==> config.mk <==
export PLATFORM = sky130hd
export DESIGN_NAME = ctm_top
export DESIGN_NICKNAME = d
export VERILOG_FILES = /design/src/core/ctm_pkg.sv /design/src/core/ctm_top.sv
export SDC_FILE = /design/constraint.sdc
export NUM_CORES = 1
export LEC_CHECK = 0
export BUFFER_PORTS_ARGS = -buffer_cell sky130_fd_sc_hd__buf_2
export CORE_MARGIN = 4
export CORE_UTILIZATION = 55
export CTS_CLUSTER_DIAMETER = 60
export CTS_CLUSTER_SIZE = 40
export DETAILED_ROUTE_END_ITERATION = 10
export PLACE_DENSITY = 0.7
export SLEW_MARGIN = 10
export SYNTH_ARGS = -nofsm -noshare
export SYNTH_HDL_FRONTEND = slang
export SYNTH_SLANG_ARGS = --single-unit
==> constraint.sdc <==
create_clock -name mclk_in -period 3.61 [get_ports mclk_in]
set_clock_uncertainty 0.2 [all_clocks]
set_input_delay 0.361 -clock mclk_in [delete_from_list [all_inputs] [get_ports mclk_in]]
set_output_delay 0.361 -clock mclk_in [all_outputs]
set_load 0.01 [all_outputs]
==> src/core/ctm_pkg.sv <==
// Functional notes
// - comparator A and comparator P each raise their own match request
// - compare mode: pin goes high, low or toggles on a comparator A match
// - compare low-byte write fills shared buffer; high-byte write loads high and buffer
// - high-byte read returns high and latches low into buffer; low read returns buffer
// - sixteen-bit counter counts upward only, on the selected clock
// - comparator P matches upper counter byte; comparator A matches full counter
// - software cannot load counter; enable rising edge clears it to zero
// - counter clears on overflow or selected comparator match, raising its request
// - pause bit holds counter value; clearing it resumes from that value
// - clock select: sys/4, sys, high/16, high/64, subsidiary twice, two reserved
// - enable high runs counter; low stops it and counter keeps residual value
// - enable rising edge in compare or PWM mode returns pin to initial level
// - control register 0 bits 2 to 0 always read as zero
// - mode field: 00 compare output, 10 PWM, 11 timer, 01 undefined
// - clear select 0: P match or overflow; 1: A match; ignored in PWM
// - initial-level bit: pin level before match, or PWM active level
package ctm_pkg;
  localparam int ADDR_W = 3;
  localparam int DATA_W = 8;
  localparam int CNT_W = 16;
  localparam int PRE_W = 6;
  localparam logic [ADDR_W-1:0] ADDR_CTRL0 = 3'h0;
  localparam logic [ADDR_W-1:0] ADDR_CTRL1 = 3'h1;
  localparam logic [ADDR_W-1:0] ADDR_CNT_LO = 3'h2;
  localparam logic [ADDR_W-1:0] ADDR_CNT_HI = 3'h3;
  localparam logic [ADDR_W-1:0] ADDR_CMPA_LO = 3'h4;
  localparam logic [ADDR_W-1:0] ADDR_CMPA_HI = 3'h5;
  localparam logic [ADDR_W-1:0] ADDR_PERIOD = 3'h6;
  localparam logic [DATA_W-1:0] BYTE_ZERO = 8'h00;
  localparam logic [CNT_W-1:0] CNT_ZERO = 16'h0000;
  localparam logic [CNT_W-1:0] CNT_ONE = 16'h0001;
  localparam logic [PRE_W-1:0] PRE_ONE = 6'h01;
  localparam logic [2:0] RSVD_ZERO = 3'h0;
  typedef enum logic [1:0] {
    CTM_MODE_CMP = 2'b00,
    CTM_MODE_UNDEF = 2'b01,
    CTM_MODE_PWM = 2'b10,
    CTM_MODE_TIMER = 2'b11
  } ctm_mode_e;
  typedef enum logic [2:0] {
    CTM_CK_SYS4 = 3'b000,
    CTM_CK_SYS = 3'b001,
    CTM_CK_HIGH16 = 3'b010,
    CTM_CK_HIGH64 = 3'b011,
    CTM_CK_SUB_A = 3'b100,
    CTM_CK_SUB_B = 3'b101,
    CTM_CK_RSVD_A = 3'b110,
    CTM_CK_RSVD_B = 3'b111
  } ctm_clk_sel_e;
  typedef enum logic [1:0] {
    CTM_ACT_NONE = 2'b00,
    CTM_ACT_LOW = 2'b01,
    CTM_ACT_HIGH = 2'b10,
    CTM_ACT_TOGGLE = 2'b11
  } ctm_pin_act_e;
  typedef struct packed {
    logic count_pause;
    ctm_clk_sel_e count_clock_select;
    logic timer_enable_bit;
    logic [2:0] rsvd;
  } ctm_ctrl0_s;
  typedef struct packed {
    ctm_mode_e operating_mode_select;
    ctm_pin_act_e pin_action_select;
    logic output_initial_level;
    logic output_polarity;
    logic duty_period_swap;
    logic clear_source_select;
  } ctm_ctrl1_s;
endpackage

==> src/core/ctm_top.sv <==
module ctm_top (
  input wire logic mclk_in,
  input wire logic rst_in,
  input wire logic [ctm_pkg::ADDR_W-1:0] addr_in,
  input wire logic [ctm_pkg::DATA_W-1:0] wdata_in,
  input wire logic wr_in,
  input wire logic rd_in,
  input wire logic subsidiary_clock_in,
  output logic [ctm_pkg::DATA_W-1:0] rdata_out,
  output logic compare_a_flag_out,
  output logic compare_p_flag_out,
  output logic timer_output_pin_out,
  output logic timer_output_pin_inverted_out
);
  ctm_pkg::ctm_ctrl0_s ctrl0_q;
  ctm_pkg::ctm_ctrl1_s ctrl1_q;
  logic [ctm_pkg::CNT_W-1:0] cnt_q;
  logic [ctm_pkg::CNT_W-1:0] cnt_d;
  logic [ctm_pkg::CNT_W-1:0] cnt_inc;
  logic [ctm_pkg::CNT_W-1:0] compare_a_value_q;
  logic [ctm_pkg::DATA_W-1:0] compare_p_value_q;
  logic [ctm_pkg::DATA_W-1:0] hold_buf_q;
  logic [ctm_pkg::DATA_W-1:0] rdata_q;
  logic [ctm_pkg::PRE_W-1:0] presc_q;
  logic sub_s1_q;
  logic sub_s2_q;
  logic sub_s3_q;
  logic sub_lvl_q;
  logic sub_tick;
  logic tick;
  logic adv;
  logic en_rise;
  logic match_a;
  logic match_p;
  logic clr_hit;
  logic pwm_act;
  logic pin_q;
  logic pin_d;
  logic pin_out_q;
  logic irq_a_q;
  logic irq_p_q;
  logic wr_ctrl0;
  logic is_pwm;

  assign wr_ctrl0 = wr_in && (addr_in == ctm_pkg::ADDR_CTRL0);
  assign en_rise = wr_ctrl0 && wdata_in[3] && !ctrl0_q.timer_enable_bit;
  assign is_pwm = (ctrl1_q.operating_mode_select == ctm_pkg::CTM_MODE_PWM);

  // control registers; reserved bits are never stored
  always_ff @(posedge mclk_in or posedge rst_in) begin
    if (rst_in) begin
      ctrl0_q <= '0;
    end else if (wr_ctrl0) begin
      ctrl0_q <= ctm_pkg::ctm_ctrl0_s'(wdata_in);
      ctrl0_q.rsvd <= ctm_pkg::RSVD_ZERO;
    end
  end

  always_ff @(posedge mclk_in or posedge rst_in) begin
    if (rst_in) begin
      ctrl1_q <= '0;
    end else if (wr_in && (addr_in == ctm_pkg::ADDR_CTRL1)) begin
      ctrl1_q <= ctm_pkg::ctm_ctrl1_s'(wdata_in);
    end
  end

  always_ff @(posedge mclk_in or posedge rst_in) begin
    if (rst_in) begin
      compare_p_value_q <= ctm_pkg::BYTE_ZERO;
    end else if (wr_in && (addr_in == ctm_pkg::ADDR_PERIOD)) begin
      compare_p_value_q <= wdata_in;
    end
  end

  // compare A high-byte write commits both halves at once
  always_ff @(posedge mclk_in or posedge rst_in) begin
    if (rst_in) begin
      compare_a_value_q <= ctm_pkg::CNT_ZERO;
    end else if (wr_in && (addr_in == ctm_pkg::ADDR_CMPA_HI)) begin
      compare_a_value_q <= {wdata_in, hold_buf_q};
    end
  end

  // one buffer is shared by all pairs, so interleaved accesses corrupt each other
  always_ff @(posedge mclk_in or posedge rst_in) begin
    if (rst_in) begin
      hold_buf_q <= ctm_pkg::BYTE_ZERO;
    end else if (wr_in && (addr_in == ctm_pkg::ADDR_CMPA_LO)) begin
      hold_buf_q <= wdata_in;
    end else if (rd_in && (addr_in == ctm_pkg::ADDR_CNT_HI)) begin
      hold_buf_q <= cnt_q[7:0];
    end else if (rd_in && (addr_in == ctm_pkg::ADDR_CMPA_HI)) begin
      hold_buf_q <= compare_a_value_q[7:0];
    end
  end

  always_ff @(posedge mclk_in or posedge rst_in) begin
    if (rst_in) begin
      rdata_q <= ctm_pkg::BYTE_ZERO;
    end else if (rd_in) begin
      case (addr_in)
        ctm_pkg::ADDR_CTRL0: rdata_q <= {ctrl0_q[7:3], ctm_pkg::RSVD_ZERO};
        ctm_pkg::ADDR_CTRL1: rdata_q <= ctrl1_q;
        ctm_pkg::ADDR_CNT_LO: rdata_q <= hold_buf_q;
        ctm_pkg::ADDR_CNT_HI: rdata_q <= cnt_q[15:8];
        ctm_pkg::ADDR_CMPA_LO: rdata_q <= hold_buf_q;
        ctm_pkg::ADDR_CMPA_HI: rdata_q <= compare_a_value_q[15:8];
        ctm_pkg::ADDR_PERIOD: rdata_q <= compare_p_value_q;
        default: rdata_q <= ctm_pkg::BYTE_ZERO;
      endcase
    end else begin
      rdata_q <= ctm_pkg::BYTE_ZERO;
    end
  end
  assign rdata_out = rdata_q;

  // subsidiary clock: three flops, accepted once stages two and three agree
  always_ff @(posedge mclk_in or posedge rst_in) begin
    if (rst_in) begin
      sub_s1_q <= 1'b0;
      sub_s2_q <= 1'b0;
      sub_s3_q <= 1'b0;
      sub_lvl_q <= 1'b0;
    end else begin
      sub_s1_q <= subsidiary_clock_in;
      sub_s2_q <= sub_s1_q;
      sub_s3_q <= sub_s2_q;
      if (sub_s2_q == sub_s3_q) begin
        sub_lvl_q <= sub_s3_q;
      end
    end
  end
  assign sub_tick = (sub_s2_q == sub_s3_q) && sub_s3_q && !sub_lvl_q;

  always_ff @(posedge mclk_in or posedge rst_in) begin
    if (rst_in) begin
      presc_q <= '0;
    end else begin
      presc_q <= presc_q + ctm_pkg::PRE_ONE;
    end
  end

  always_comb begin
    case (ctrl0_q.count_clock_select)
      ctm_pkg::CTM_CK_SYS4: tick = &presc_q[1:0];
      ctm_pkg::CTM_CK_SYS: tick = 1'b1;
      ctm_pkg::CTM_CK_HIGH16: tick = &presc_q[3:0];
      ctm_pkg::CTM_CK_HIGH64: tick = &presc_q;
      ctm_pkg::CTM_CK_SUB_A: tick = sub_tick;
      ctm_pkg::CTM_CK_SUB_B: tick = sub_tick;
      default: tick = 1'b0;
    endcase
  end

  assign adv = tick && ctrl0_q.timer_enable_bit && !ctrl0_q.count_pause;
  assign cnt_inc = cnt_q + ctm_pkg::CNT_ONE;
  // a zero period matches at the wrap to zero, so overflow and P match coincide
  assign match_a = adv && (cnt_inc == compare_a_value_q);
  assign match_p = adv && (cnt_inc == {compare_p_value_q, ctm_pkg::BYTE_ZERO});

  always_comb begin
    if (is_pwm) begin
      clr_hit = ctrl1_q.duty_period_swap ? match_a : match_p;
    end else begin
      clr_hit = ctrl1_q.clear_source_select ? match_a : match_p;
    end
  end

  always_comb begin
    if (en_rise) begin
      cnt_d = ctm_pkg::CNT_ZERO;
    end else if (clr_hit) begin
      cnt_d = ctm_pkg::CNT_ZERO;
    end else if (adv) begin
      cnt_d = cnt_inc;
    end else begin
      cnt_d = cnt_q;
    end
  end

  always_ff @(posedge mclk_in or posedge rst_in) begin
    if (rst_in) begin
      cnt_q <= ctm_pkg::CNT_ZERO;
    end else begin
      cnt_q <= cnt_d;
    end
  end

  always_ff @(posedge mclk_in or posedge rst_in) begin
    if (rst_in) begin
      irq_a_q <= 1'b0;
      irq_p_q <= 1'b0;
    end else begin
      irq_a_q <= match_a;
      irq_p_q <= match_p;
    end
  end
  assign compare_a_flag_out = irq_a_q;
  assign compare_p_flag_out = irq_p_q;

  // duty comes from whichever comparator is not the period
  assign pwm_act = ctrl1_q.duty_period_swap ? (cnt_q[15:8] < compare_p_value_q) :
                   (cnt_q < compare_a_value_q);

  always_comb begin
    pin_d = pin_q;
    if (en_rise && (ctrl1_q.operating_mode_select == ctm_pkg::CTM_MODE_CMP || is_pwm)) begin
      pin_d = ctrl1_q.output_initial_level;
    end else if (ctrl1_q.operating_mode_select == ctm_pkg::CTM_MODE_CMP && match_a) begin
      case (ctrl1_q.pin_action_select)
        ctm_pkg::CTM_ACT_LOW: pin_d = 1'b0;
        ctm_pkg::CTM_ACT_HIGH: pin_d = 1'b1;
        ctm_pkg::CTM_ACT_TOGGLE: pin_d = !pin_q;
        default: pin_d = pin_q;
      endcase
    end else if (is_pwm && ctrl0_q.timer_enable_bit) begin
      case (ctrl1_q.pin_action_select)
        2'b01: pin_d = ctrl1_q.output_initial_level;
        2'b10: pin_d = (pwm_act == ctrl1_q.output_initial_level);
        default: pin_d = !ctrl1_q.output_initial_level;
      endcase
    end
  end

  always_ff @(posedge mclk_in or posedge rst_in) begin
    if (rst_in) begin
      pin_q <= 1'b0;
      pin_out_q <= 1'b0;
    end else begin
      pin_q <= pin_d;
      pin_out_q <= pin_d ^ ctrl1_q.output_polarity;
    end
  end
  assign timer_output_pin_out = pin_out_q;
  assign timer_output_pin_inverted_out = !pin_out_q;

  AST_ENABLE_CLEARS: assert property (@(posedge mclk_in) disable iff (rst_in)
    en_rise |=> (cnt_q == ctm_pkg::CNT_ZERO))
    else $error("counter not cleared on enable rise");
  AST_COUNT_UP: assert property (@(posedge mclk_in) disable iff (rst_in)
    (adv && !clr_hit && !en_rise) |=> (cnt_q == $past(cnt_q) + ctm_pkg::CNT_ONE))
    else $error("counter did not increment");
  AST_PAUSE_HOLD: assert property (@(posedge mclk_in) disable iff (rst_in)
    (ctrl0_q.count_pause && !wr_ctrl0) [*2] |-> $stable(cnt_q))
    else $error("counter moved while paused");
  AST_OFF_HOLD: assert property (@(posedge mclk_in) disable iff (rst_in)
    (!ctrl0_q.timer_enable_bit && !en_rise) |=> (cnt_q == $past(cnt_q)))
    else $error("counter moved while off");
  AST_IRQ_A_MATCH: assert property (@(posedge mclk_in) disable iff (rst_in)
    (adv && cnt_inc == compare_a_value_q) |=> compare_a_flag_out)
    else $error("missing comparator a request");
  AST_IRQ_P_CLEAR: assert property (@(posedge mclk_in) disable iff (rst_in)
    (match_p && !is_pwm && !ctrl1_q.clear_source_select) |=> (compare_p_flag_out && cnt_q == ctm_pkg::CNT_ZERO))
    else $error("p match request and clear not together");
  AST_BUF_WRITE: assert property (@(posedge mclk_in) disable iff (rst_in)
    (wr_in && addr_in == ctm_pkg::ADDR_CMPA_LO) |=> (hold_buf_q == $past(wdata_in) && $stable(compare_a_value_q)))
    else $error("low write did not go to buffer only");
  AST_HIGH_WRITE: assert property (@(posedge mclk_in) disable iff (rst_in)
    (wr_in && addr_in == ctm_pkg::ADDR_CMPA_HI) |=> (compare_a_value_q == {$past(wdata_in), $past(hold_buf_q)}))
    else $error("high write did not commit pair");
  AST_READ_HIGH: assert property (@(posedge mclk_in) disable iff (rst_in)
    (rd_in && addr_in == ctm_pkg::ADDR_CNT_HI) |=> (rdata_out == $past(cnt_q[15:8]) && hold_buf_q == $past(cnt_q[7:0])))
    else $error("counter high read wrong");
  AST_CTRL0_RSVD: assert property (@(posedge mclk_in) disable iff (rst_in)
    (rd_in && addr_in == ctm_pkg::ADDR_CTRL0) |=> (rdata_out[2:0] == ctm_pkg::RSVD_ZERO))
    else $error("reserved bits not zero");
  AST_PIN_INIT: assert property (@(posedge mclk_in) disable iff (rst_in)
    (en_rise && (ctrl1_q.operating_mode_select == ctm_pkg::CTM_MODE_CMP || is_pwm)) |=>
    (pin_q == $past(ctrl1_q.output_initial_level)))
    else $error("pin not returned to initial level");
  AST_PIN_HIGH: assert property (@(posedge mclk_in) disable iff (rst_in)
    (match_a && !en_rise && ctrl1_q.operating_mode_select == ctm_pkg::CTM_MODE_CMP &&
     ctrl1_q.pin_action_select == ctm_pkg::CTM_ACT_HIGH) |=> timer_output_pin_out == !$past(ctrl1_q.output_polarity))
    else $error("pin did not go high on match");
endmodule

==> flow_summary.json, run 1 <==
{
  "status": "complete, but fails checks",
  "violations": "negative hold slack",
  "hold_path.class": "input pin to asynchronous set/reset pin",
  "cts_num_sinks": 83,
  "finalSetupViolCount": 0,
  "max_stage_delay_ps": 610,
  "die_w_um": 107.6,
  "cp_top_family": "simple AND/OR/NAND/NOR gates",
  "timing.rr.end": "timer_output_pin_out",
  "maxCapViolations": 0,
  "path_common_cell": "buf_4",
  "fmax_mhz": 287.9,
  "drive_above_1_share": 0.1958,
  "synth_area_per_cell_sq_um": 9.513,
  "crit_arrival_ps": 3560,
  "grt_antenna_before_repair": 0,
  "synth_cells": 574,
  "drtIter0Drc": 230,
  "clkLatencyLatePin_ps": 370,
  "peakVddDrop_mv": 0.3398,
  "routedWlPerCell_um": 19.65,
  "grt_pass1_wl_um": 23570,
  "worstMarginPinSlew_ps": 1017,
  "grt_pass1_vias": 4431,
  "crit_chain": "nand4_1 > buf_4 > nor4_1 > buf_4 > xnor2_1 > o211ai_1 > nor4_4 > or4b_1 > a31oi_1 > xor2_1",
  "syn_area_sq_um": 5460,
  "async_reset_ff_frac": 1.000,
  "initial_utilization": 0.5612,
  "port_buffers": 27,
  "final_util": 0.6232,
  "pwr_density_cell_nw_per_um2": 482.1,
  "yosysUniqueCellTypes": 65,
  "fin_hold_ws_ps": -1.480,
  "core_sq_um": 9729,
  "area_delta_synth_final_pct": 11.04,
  "crit_buf_inv": 2,
  "cts_buffers": 9,
  "place_ws_ps": 152.3,
  "fin_ws_ps": 136.4,
  "p_leak_nw": 2.808,
  "post-route-period-util": 0.9622,
  "gp_congestion": 0.9302,
  "dr.pass1.iters": 5,
  "ys.flop_type": "dfrtp_1",
  "synthesis.nets": 618,
  "crit_type": "flop to flop",
  "routed_wl_um": 14660,
  "cp.depth": 10,
  "finalPower_mw": 2.923,
  "drv_slew": 0,
  "vias": 4494,
  "antenna_left": 0,
  "max_slew_margin": 0.3211,
  "synth_edf_count": 0,
  "fillers": 870,
  "clockRootBuffer": "clkbuf_8",
  "viasPerCell": 6.024,
  "ys_warn_count": 0,
  "clkTransAtPathRegs_ps": 100,
  "io_pins": 28,
  "period_minus_slack_ps": 3474,
  "crit_path_top_delay_cell": "dfrtp_1",
  "rrSetupSlack_ps": 140,
  "grt_usage": 0.2650,
  "ys_ff_latch": 83,
  "die_y_um": 107.6,
  "drc_errors": 0,
  "finalNetCount": 653,
  "tritoncts": "built",
  "end_kind": "flop",
  "reg2reg_depth": 10,
  "seq_area_frac_synth": 0.3804,
  "antennaDiodeCount": 0,
  "hpwl_um": 10960,
  "grt_max_degree": 58,
  "worstPathRequired_ps": 3700,
  "htreeDepth": 3,
  "tns_ps": 0,
  "cp-start-kind": "flop",
  "fp.dieArea_sq_um": 11590,
  "hold_violations": 1,
  "worstPathMaxFanout": 11,
  "rsz0062_at_grt": "no",
  "gr-total-overflow": 0,
  "r2r-start": "cnt_q[4]",
  "clockBufferDepth": 2,
  "rows": 36
}
==> what timing repair did <==
| action | CTS | global route |
|---|---|---|
| hold endpoints to repair | 1 | 0 |
| setup buffers | 0 | 4 |
| gates resized for setup | 0 | 2 |
| setup endpoints to repair | 0 | 1 |
| hold buffers | 1 | 0 |
==> layer usage <==
layer	wire length, um	GRT usage
met1	6675	0.3760
met2	6667	0.4036
met3	783	0.04139
met4	534	0.1109
met5	0	0
==> layout by cell type (no fill, tap or decap), types with 2 or more instances in the layout <==
master and n:
dfrtp_1 82, nand2_1 54, mux2_2 44, nor2_1 41, inv_1 36, o21ai_0 32, xnor2_1 30, ha_1 28
buf_2 27, xor2_1 25, buf_4 24, a21oi_1 18, mux2i_1 14, nand3_1 13, nand4_1 11, a221oi_1 11
clkbuf_8 10, nor3_1 9, o211ai_1 8, nor2b_1 7, and4_1 7, and3_1 6, a211oi_1 5, nor3b_1 5
nor4_1 4, nand2b_1 3, or3_1 3, or4_1 3, o21a_1 2, nor4_4 2, nand3b_1 2, a31oi_1 2
o41ai_1 2, o211a_1 2, a22o_1 2, o221ai_1 2, a21o_1 2, o22ai_1 2, bufinv_16 2, inv_6 2
==> where the power goes <==
group          switching (mW)  internal, mW
sequential              0.203          1.08
clock                   0.374         0.410
combinational           0.463         0.393
==> final cells by class <==
type                       count  area, sq um  share of cell area
inverter                      38        143.9             0.02373
tap                          133        166.4             0.02745
clock buffer                  10        137.6             0.02270
clock inverter                 5        85.08             0.01403
multi-input combinational    425         3127              0.5157
sequential                    83         2078              0.3428
timing repair buffer          52        325.3             0.05365
==> worst max-delay path by stage <==
stage          startpoint                    to  slack, ps
2_1_floorplan    cnt_q[1]  timer_output_pin_out        300
3_3_place_gp     cnt_q[0]  timer_output_pin_out        260
3_5_place_dp     cnt_q[0]  timer_output_pin_out        150
4_1_cts          cnt_q[0]  timer_output_pin_out        110
5_1_grt          cnt_q[4]  timer_output_pin_out          6
6_report         cnt_q[4]  timer_output_pin_out        140
==> logic make-up after synthesis <==
kind of cell             synth area share
AO/OA/AOI/OAI                      0.1272
XOR/XNOR                          0.08822
adder cells (fa/ha/maj)           0.06416
buffers and inverters             0.04812
flip-flops                         0.3804
multiplexers                       0.1164
AND/OR/NAND/NOR                    0.1755
==> Yosys cell counts (2+ instances only) <==
cell type / instances / share of area
nand3b_1: 2 / 0.0027
buf_1: 3 / 0.0021
buf_4: 2 / 0.0027
mux2i_1: 14 / 0.026
o211ai_1: 8 / 0.011
nor3_1: 9 / 0.0082
mux2_2: 44 / 0.091
o21ai_0: 32 / 0.029
a221oi_1: 11 / 0.018
and3_1: 6 / 0.0069
xor2_1: 25 / 0.040
nor2b_1: 7 / 0.0080
a22o_1: 2 / 0.0032
nor3b_1: 5 / 0.0069
ha_1: 28 / 0.064
inv_1: 37 / 0.025
nand4_1: 11 / 0.013
o211a_1: 2 / 0.0037
o41ai_1: 2 / 0.0032
nor4_4: 2 / 0.0078
and4_1: 7 / 0.011
clkbuf_1: 17 / 0.012
o21a_1: 2 / 0.0027
o221ai_1: 2 / 0.0032
xnor2_1: 30 / 0.048
dfrtp_1: 83 / 0.38
o22ai_1: 2 / 0.0023
a21o_1: 2 / 0.0027
nand2_1: 54 / 0.037
nor4_1: 4 / 0.0046
nand3_1: 13 / 0.012
or3_1: 3 / 0.0034
buf_2: 5 / 0.0046
a211oi_1: 5 / 0.0069
nand2b_1: 3 / 0.0034
or4_1: 3 / 0.0041
a31oi_1: 2 / 0.0023
a21oi_1: 18 / 0.016
nor2_1: 41 / 0.028
==> sequential cells by signal, indices dropped and copies added, names as in the netlist, 5 cells and up <==
| signal | count |
|---|---|
| cnt_q | 16 |
| compare_a_value_q | 16 |
| compare_p_value_q | 8 |
| ctrl0_q | 5 |
| ctrl1_q | 8 |
| hold_buf_q | 8 |
| presc_q | 6 |
| rdata_out | 8 |
==> per-stage QoR <==
stage,std cells,area (sq um)
5_1_grt,746,6063
3_3_place_gp,726,5793
4_1_cts,742,6026
3_5_place_dp,726,5793
2_1_floorplan,574,5460
6_report,746,6063
Power figures use the tool's default switching activity.
==> run 2: changes to the inputs <==
- HOLD_SLACK_MARGIN: unset -> 0.1
- PLACE_DENSITY: 0.7 -> 0.73
- clock period: 3.61 -> 3.05 ns (I/O delays scaled with it)
==> flow_summary.json, run 2 (same netlist as run 1, synthesis figures left out) <==
{
  "status": "complete, but fails checks",
  "violations": "negative setup slack",
  "clkLatencyLatePin_ps": 360,
  "hold_path.class": "flop to flop",
  "hold_violations": 0,
  "tritoncts": "built",
  "grt_pass1_vias": 4642,
  "vias": 4758,
  "crit_path_top_delay_cell": "or4b_4",
  "clockRootBuffer": "clkbuf_8",
  "port_buffers": 27,
  "final_util": 0.6905,
  "timing.rr.end": "timer_output_pin_out",
  "finalPower_mw": 3.530,
  "grt_pass1_wl_um": 24070,
  "rows": 36,
  "fp.dieArea_sq_um": 11590,
  "drv_slew": 0,
  "period_minus_slack_ps": 3119,
  "whs_path_depth": 0,
  "core_sq_um": 9729,
  "die_y_um": 107.6,
  "whs_endpoint": "sub_s2_q",
  "cts_buffers": 9,
  "die_w_um": 107.6,
  "max_slew_margin": 0.3269,
  "final_cells": 805,
  "drc_errors": 0,
  "fin_hold_ws_ps": 168.7,
  "grt_antenna_before_repair": 0,
  "pwr_density_cell_nw_per_um2": 525.5,
  "clkTransAtPathRegs_ps": 100,
  "final_common_cell": "dfrtp_1",
  "clockBufferDepth": 2,
  "viasPerCell": 5.911,
  "antennaDiodeCount": 0,
  "r2r-start": "cnt_q[0]",
  "cts_num_sinks": 83,
  "crit_arrival_ps": 3210,
  "antenna_left": 0,
  "rsz0062_at_grt": "yes",
  "drive_above_1_share": 0.2887,
  "worstPathMaxFanout": 4,
  "hpwl_um": 11080,
  "crit_start": "cnt_q[0]",
  "gr-total-overflow": 0,
  "maxCapViolations": 0,
  "post-route-period-util": 1.023,
  "reg_top3": "cnt_q x16, compare_a_value_q x16",
  "initial_utilization": 0.5612,
  "worstMarginPinSlew_ps": 1004,
  "cp-start-kind": "flop",
  "min_from": "sub_s1_q",
  "path_common_cell": "buf_4",
  "drtIter0Drc": 326,
  "finalNetCount": 711,
  "worstPathRequired_ps": 3140,
  "io_pins": 28,
  "place_inst": 766,
  "reg2reg_depth": 13,
  "fin_ws_ps": -68.68,
  "final_cell_mix": "dfrtp_1, buf_4, nand2_1",
  "routedWlPerCell_um": 18.78,
  "end_kind": "flop",
  "p_leak_nw": 3.143,
  "htreeDepth": 3,
  "crit_chain": "ha_4 > nand4_1 > buf_4 > buf_4 > buf_4 > buf_4 > nor2_1 > o2bb2ai_1 > o21ai_1 > nor4_4 > or4b_4 > a31oi_4 > xor2_1",
  "dr.pass1.iters": 5,
  "fmax_mhz": 320.6,
  "grt_usage": 0.2690,
  "peakVddDrop_mv": 0.3943,
  "max_stage_delay_ps": 510,
  "routed_wl_um": 15120,
  "crit_type": "flop to flop",
  "rrSetupSlack_ps": -70,
  "gp_congestion": 0.9414,
  "tns_ps": -98.68,
  "area_delta_synth_final_pct": 23.03,
  "grt_max_degree": 47,
  "finalSetupViolCount": 2
}
[run 2: metal layers]
metal | share of wire | global-route usage | vias to the layer above
met1 | 0.45 | 0.3796 | 2330
met4 | 0.040 | 0.1091 | 0
li1 | - | - | 2236
met2 | 0.46 | 0.4107 | 152
met5 | 0 | 0 | -
met3 | 0.047 | 0.04559 | 40
[run 2: stage by stage]
stage          cell area, sq um  setup slack (ps)
4_1_cts                    6525            -46.17
2_1_floorplan              5479            -42.19
3_5_place_dp               6136            -147.2
3_3_place_gp               6136            -85.06
5_1_grt                    6718            -189.6
6_report                   6718            -68.68
[run 2: area by class of cell]
type,instances,area (sq um)
clock buffer,9,123.9
clock inverter,7,75.07
tap,133,166.4
inverter,38,143.9
sequential,83,2082
multi-input combinational,425,3301
fill,766,3012
timing repair buffer,110,825.8
[run 2: how the worst max path moves through the flow]
stage / to / depth (start not counted)
CTS: timer_output_pin_out / 10
global route: timer_output_pin_out / 13
floorplan: timer_output_pin_out / 9
finish: timer_output_pin_out / 13
detailed placement: timer_output_pin_out / 9
global placement: timer_output_pin_out / 9
[run 2: critical path: cells and delay by family (launching register included)]
family	cells	cell delay (ps)
and+or+nand+nor	4	1030
buffers and inverters	4	550
adders and majority gates	1	150
AOI/OAI and AO/OA	3	560
xor gates and xnor gates	1	150
DFF	1	400
[run 2: what timing repair did]
action                                  4_1_cts  5_1_grt
gates resized for setup                      11       30
hold buffers                                 10        1
buffers inserted                              6        5
gates cloned                                  0        1
hold endpoints to repair                     60        1
endpoints found under the setup margin        5       18
pin swaps                                     8       10
[run 2: report_power, final]
part / internal, mW / leakage, nW / switching [mW]
Sequential: 1.28 / 1.05 / 0.233
Clock: 0.386 / 0.104 / 0.441
Combinational: 0.576 / 1.99 / 0.614
==> run 3: changes to the inputs <==
- CELL_PAD_IN_SITES_DETAIL_PLACEMENT: unset -> 1
- CELL_PAD_IN_SITES_GLOBAL_PLACEMENT: unset -> 1
- CORE_UTILIZATION: 55 -> 40
- PLACE_DENSITY: 0.73 -> 0.68
==> flow_summary.json, run 3 (same netlist as run 1, synthesis figures left out) <==
{
  "final_common_cell": "dfrtp_1",
  "comb_power_share": 0.321,
  "seq_power_share": 0.400,
  "worstMarginPinSlew_ps": 636.3,
  "finalNetCount": 703,
  "post-route-period-util": 1.054,
  "cts_num_sinks": 83,
  "grt_pass1_vias": 5180,
  "fp.dieArea_sq_um": 15580,
  "core_sq_um": 13300,
  "grt_antenna_before_repair": 0,
  "routedWlPerCell_um": 20.83,
  "cp-start-kind": "flop",
  "gr-total-overflow": 0,
  "hpwl_um": 13080,
  "maxCapViolations": 0,
  "area_delta_synth_final_pct": 24.89,
  "max_slew_margin": 0.5749,
  "grt_pass1_wl_um": 27950,
  "grt_usage": 0.2255,
  "worstPathMaxFanout": 3,
  "clockRootBuffer": "clkbuf_16",
  "tritoncts": "built",
  "port_buffers": 27,
  "fmax_mhz": 311.1,
  "violations": "negative setup slack",
  "vias": 4811,
  "place_inst": 806,
  "clockBufferDepth": 2,
  "status": "complete, but fails checks",
  "fillers": 1504,
  "antenna_left": 0,
  "drv_slew": 0,
  "viasPerCell": 5.727,
  "tns_ps": -516.9,
  "reg_top3": "cnt_q x16, compare_a_value_q x16",
  "fin_ws_ps": -164.1,
  "routed_wl_um": 17500,
  "highest_layer": "met4",
  "routed-wl-met2_um": 8568,
  "antennaDiodeCount": 0,
  "rows": 42,
  "drc_errors": 0,
  "crit_type": "flop to flop",
  "crit_chain": "ha_4 > nand4_1 > buf_4 > or3_4 > o211ai_1 > or4_4 > nor4_4 > or4b_4 > a31oi_4 > xor2_1",
  "clkLatencyLatePin_ps": 350,
  "crit_path_top_delay_cell": "or4_4",
  "worstPathRequired_ps": 3110,
  "cp_top_family": "simple AND/OR/NAND/NOR gates",
  "end_kind": "flop",
  "clkTransAtPathRegs_ps": 70,
  "place_ws_ps": -155.6,
  "initial_utilization": 0.4107,
  "max_stage_delay_ps": 570,
  "die_w_um": 124.8,
  "rrSetupSlack_ps": -160,
  "p_leak_nw": 3.118,
  "swShare": 0.3676,
  "grt_max_degree": 42,
  "internal-power_mw": 2.416,
  "die_y_um": 124.8,
  "htreeDepth": 3,
  "crit_buf_inv": 1,
  "clockPowerShare": 0.279,
  "fin_hold_ws_ps": 132.3,
  "cts_buffers": 9,
  "drtIter0Drc": 247,
  "io_pins": 28,
  "dr.pass1.iters": 5,
  "hold_violations": 0,
  "final_cells": 840,
  "finalSetupViolCount": 9,
  "rsz0062_at_grt": "yes",
  "wl_met1_um": 7730,
  "dr_wl_met3_um": 656,
  "final_cell_mix": "dfrtp_1, buf_4, nand2_1",
  "gp_congestion": 0.8615,
  "period_minus_slack_ps": 3214,
  "hold_path.class": "input pin to flop",
  "p_switching_mw": 1.405,
  "pwr_density_cell_nw_per_um2": 560.3,
  "crit_arrival_ps": 3280,
  "drive_above_1_share": 0.2982,
  "peakVddDrop_mv": 0.3130
}
run 3: cell types whose count changed in the layout (fill, tap and decap cells not counted), sizes merged:
cell / delta
dlygate4sd3: -3
buf: -5
bufinv: -1
clkinvlp: +1
run 3: worst paths after layout:
kind | startpoint | endpoint | depth (start not counted)
worst max-delay path | cnt_q[1] | timer_output_pin_out | 10
worst min-delay path | wdata_in[3] | compare_a_value_q[11] | 2
worst max register to register | cnt_q[1] | timer_output_pin_out | 10
worst min register to register | sub_s1_q | sub_s2_q | 0
max in group asynchronous | rst_in | timer_output_pin_out | 4
min in group asynchronous | rst_in | compare_a_value_q[6] | 3
run 3: power by group through the flow:
stage	combinational, mW	sequential, mW	clock (mW)
6_report	1.23	1.53	1.07
5_1_grt	1.36	1.55	1.15
4_1_cts	1.12	1.52	1.09
3_5_place_dp	1.08	1.54	0
3_3_place_gp	1.02	1.53	0
2_1_floorplan	0.719	1.46	0
run 3: cell type report:
type | instances | area [sq um] | share of cell area
inverter | 38 | 143.9 | 0.02110
timing repair buffer | 102 | 738.2 | 0.1083
tap | 176 | 220.2 | 0.03229
sequential | 83 | 2082 | 0.3053
clock buffer | 9 | 225.2 | 0.03303
clock inverter | 7 | 58.81 | 0.008624
multi-input combinational | 425 | 3351 | 0.4914
run 3: what timing repair did:
item / in CTS / in global routing
gates cloned: 0 / 1
hold buffers: 8 / 0
resized for setup: 16 / 39
setup buffers: 6 / 3
setup endpoints to repair: 18 / 18
endpoints found under the hold margin: 32 / 0
pin swaps: 9 / 9
run 3: through the flow:
stage	power [mW]	util	area [sq um]
finish	3.821	0.5129	6819
global route	4.060	0.5129	6819
CTS	3.739	0.4986	6629
detailed placement	2.618	0.4620	6142
global placement	2.551	0.4620	6142
floorplan	2.177	-	5479
run 3: metal layers:
metal	global-route usage	vias up
met5	0	-
met4	0.09694	0
met3	0.03216	26
met2	0.3680	103
met1	0.2995	2468
li1	-	2214
run 3: worst reg2reg max path, stage by stage (launching register included):
cell	delay [ps]
dfrtp_2	430
ha_4	170
nand4_1	190
buf_4	150
or3_4	120
o211ai_1	100
or4_4	570
nor4_4	320
or4b_4	520
a31oi_4	190
xor2_1	190
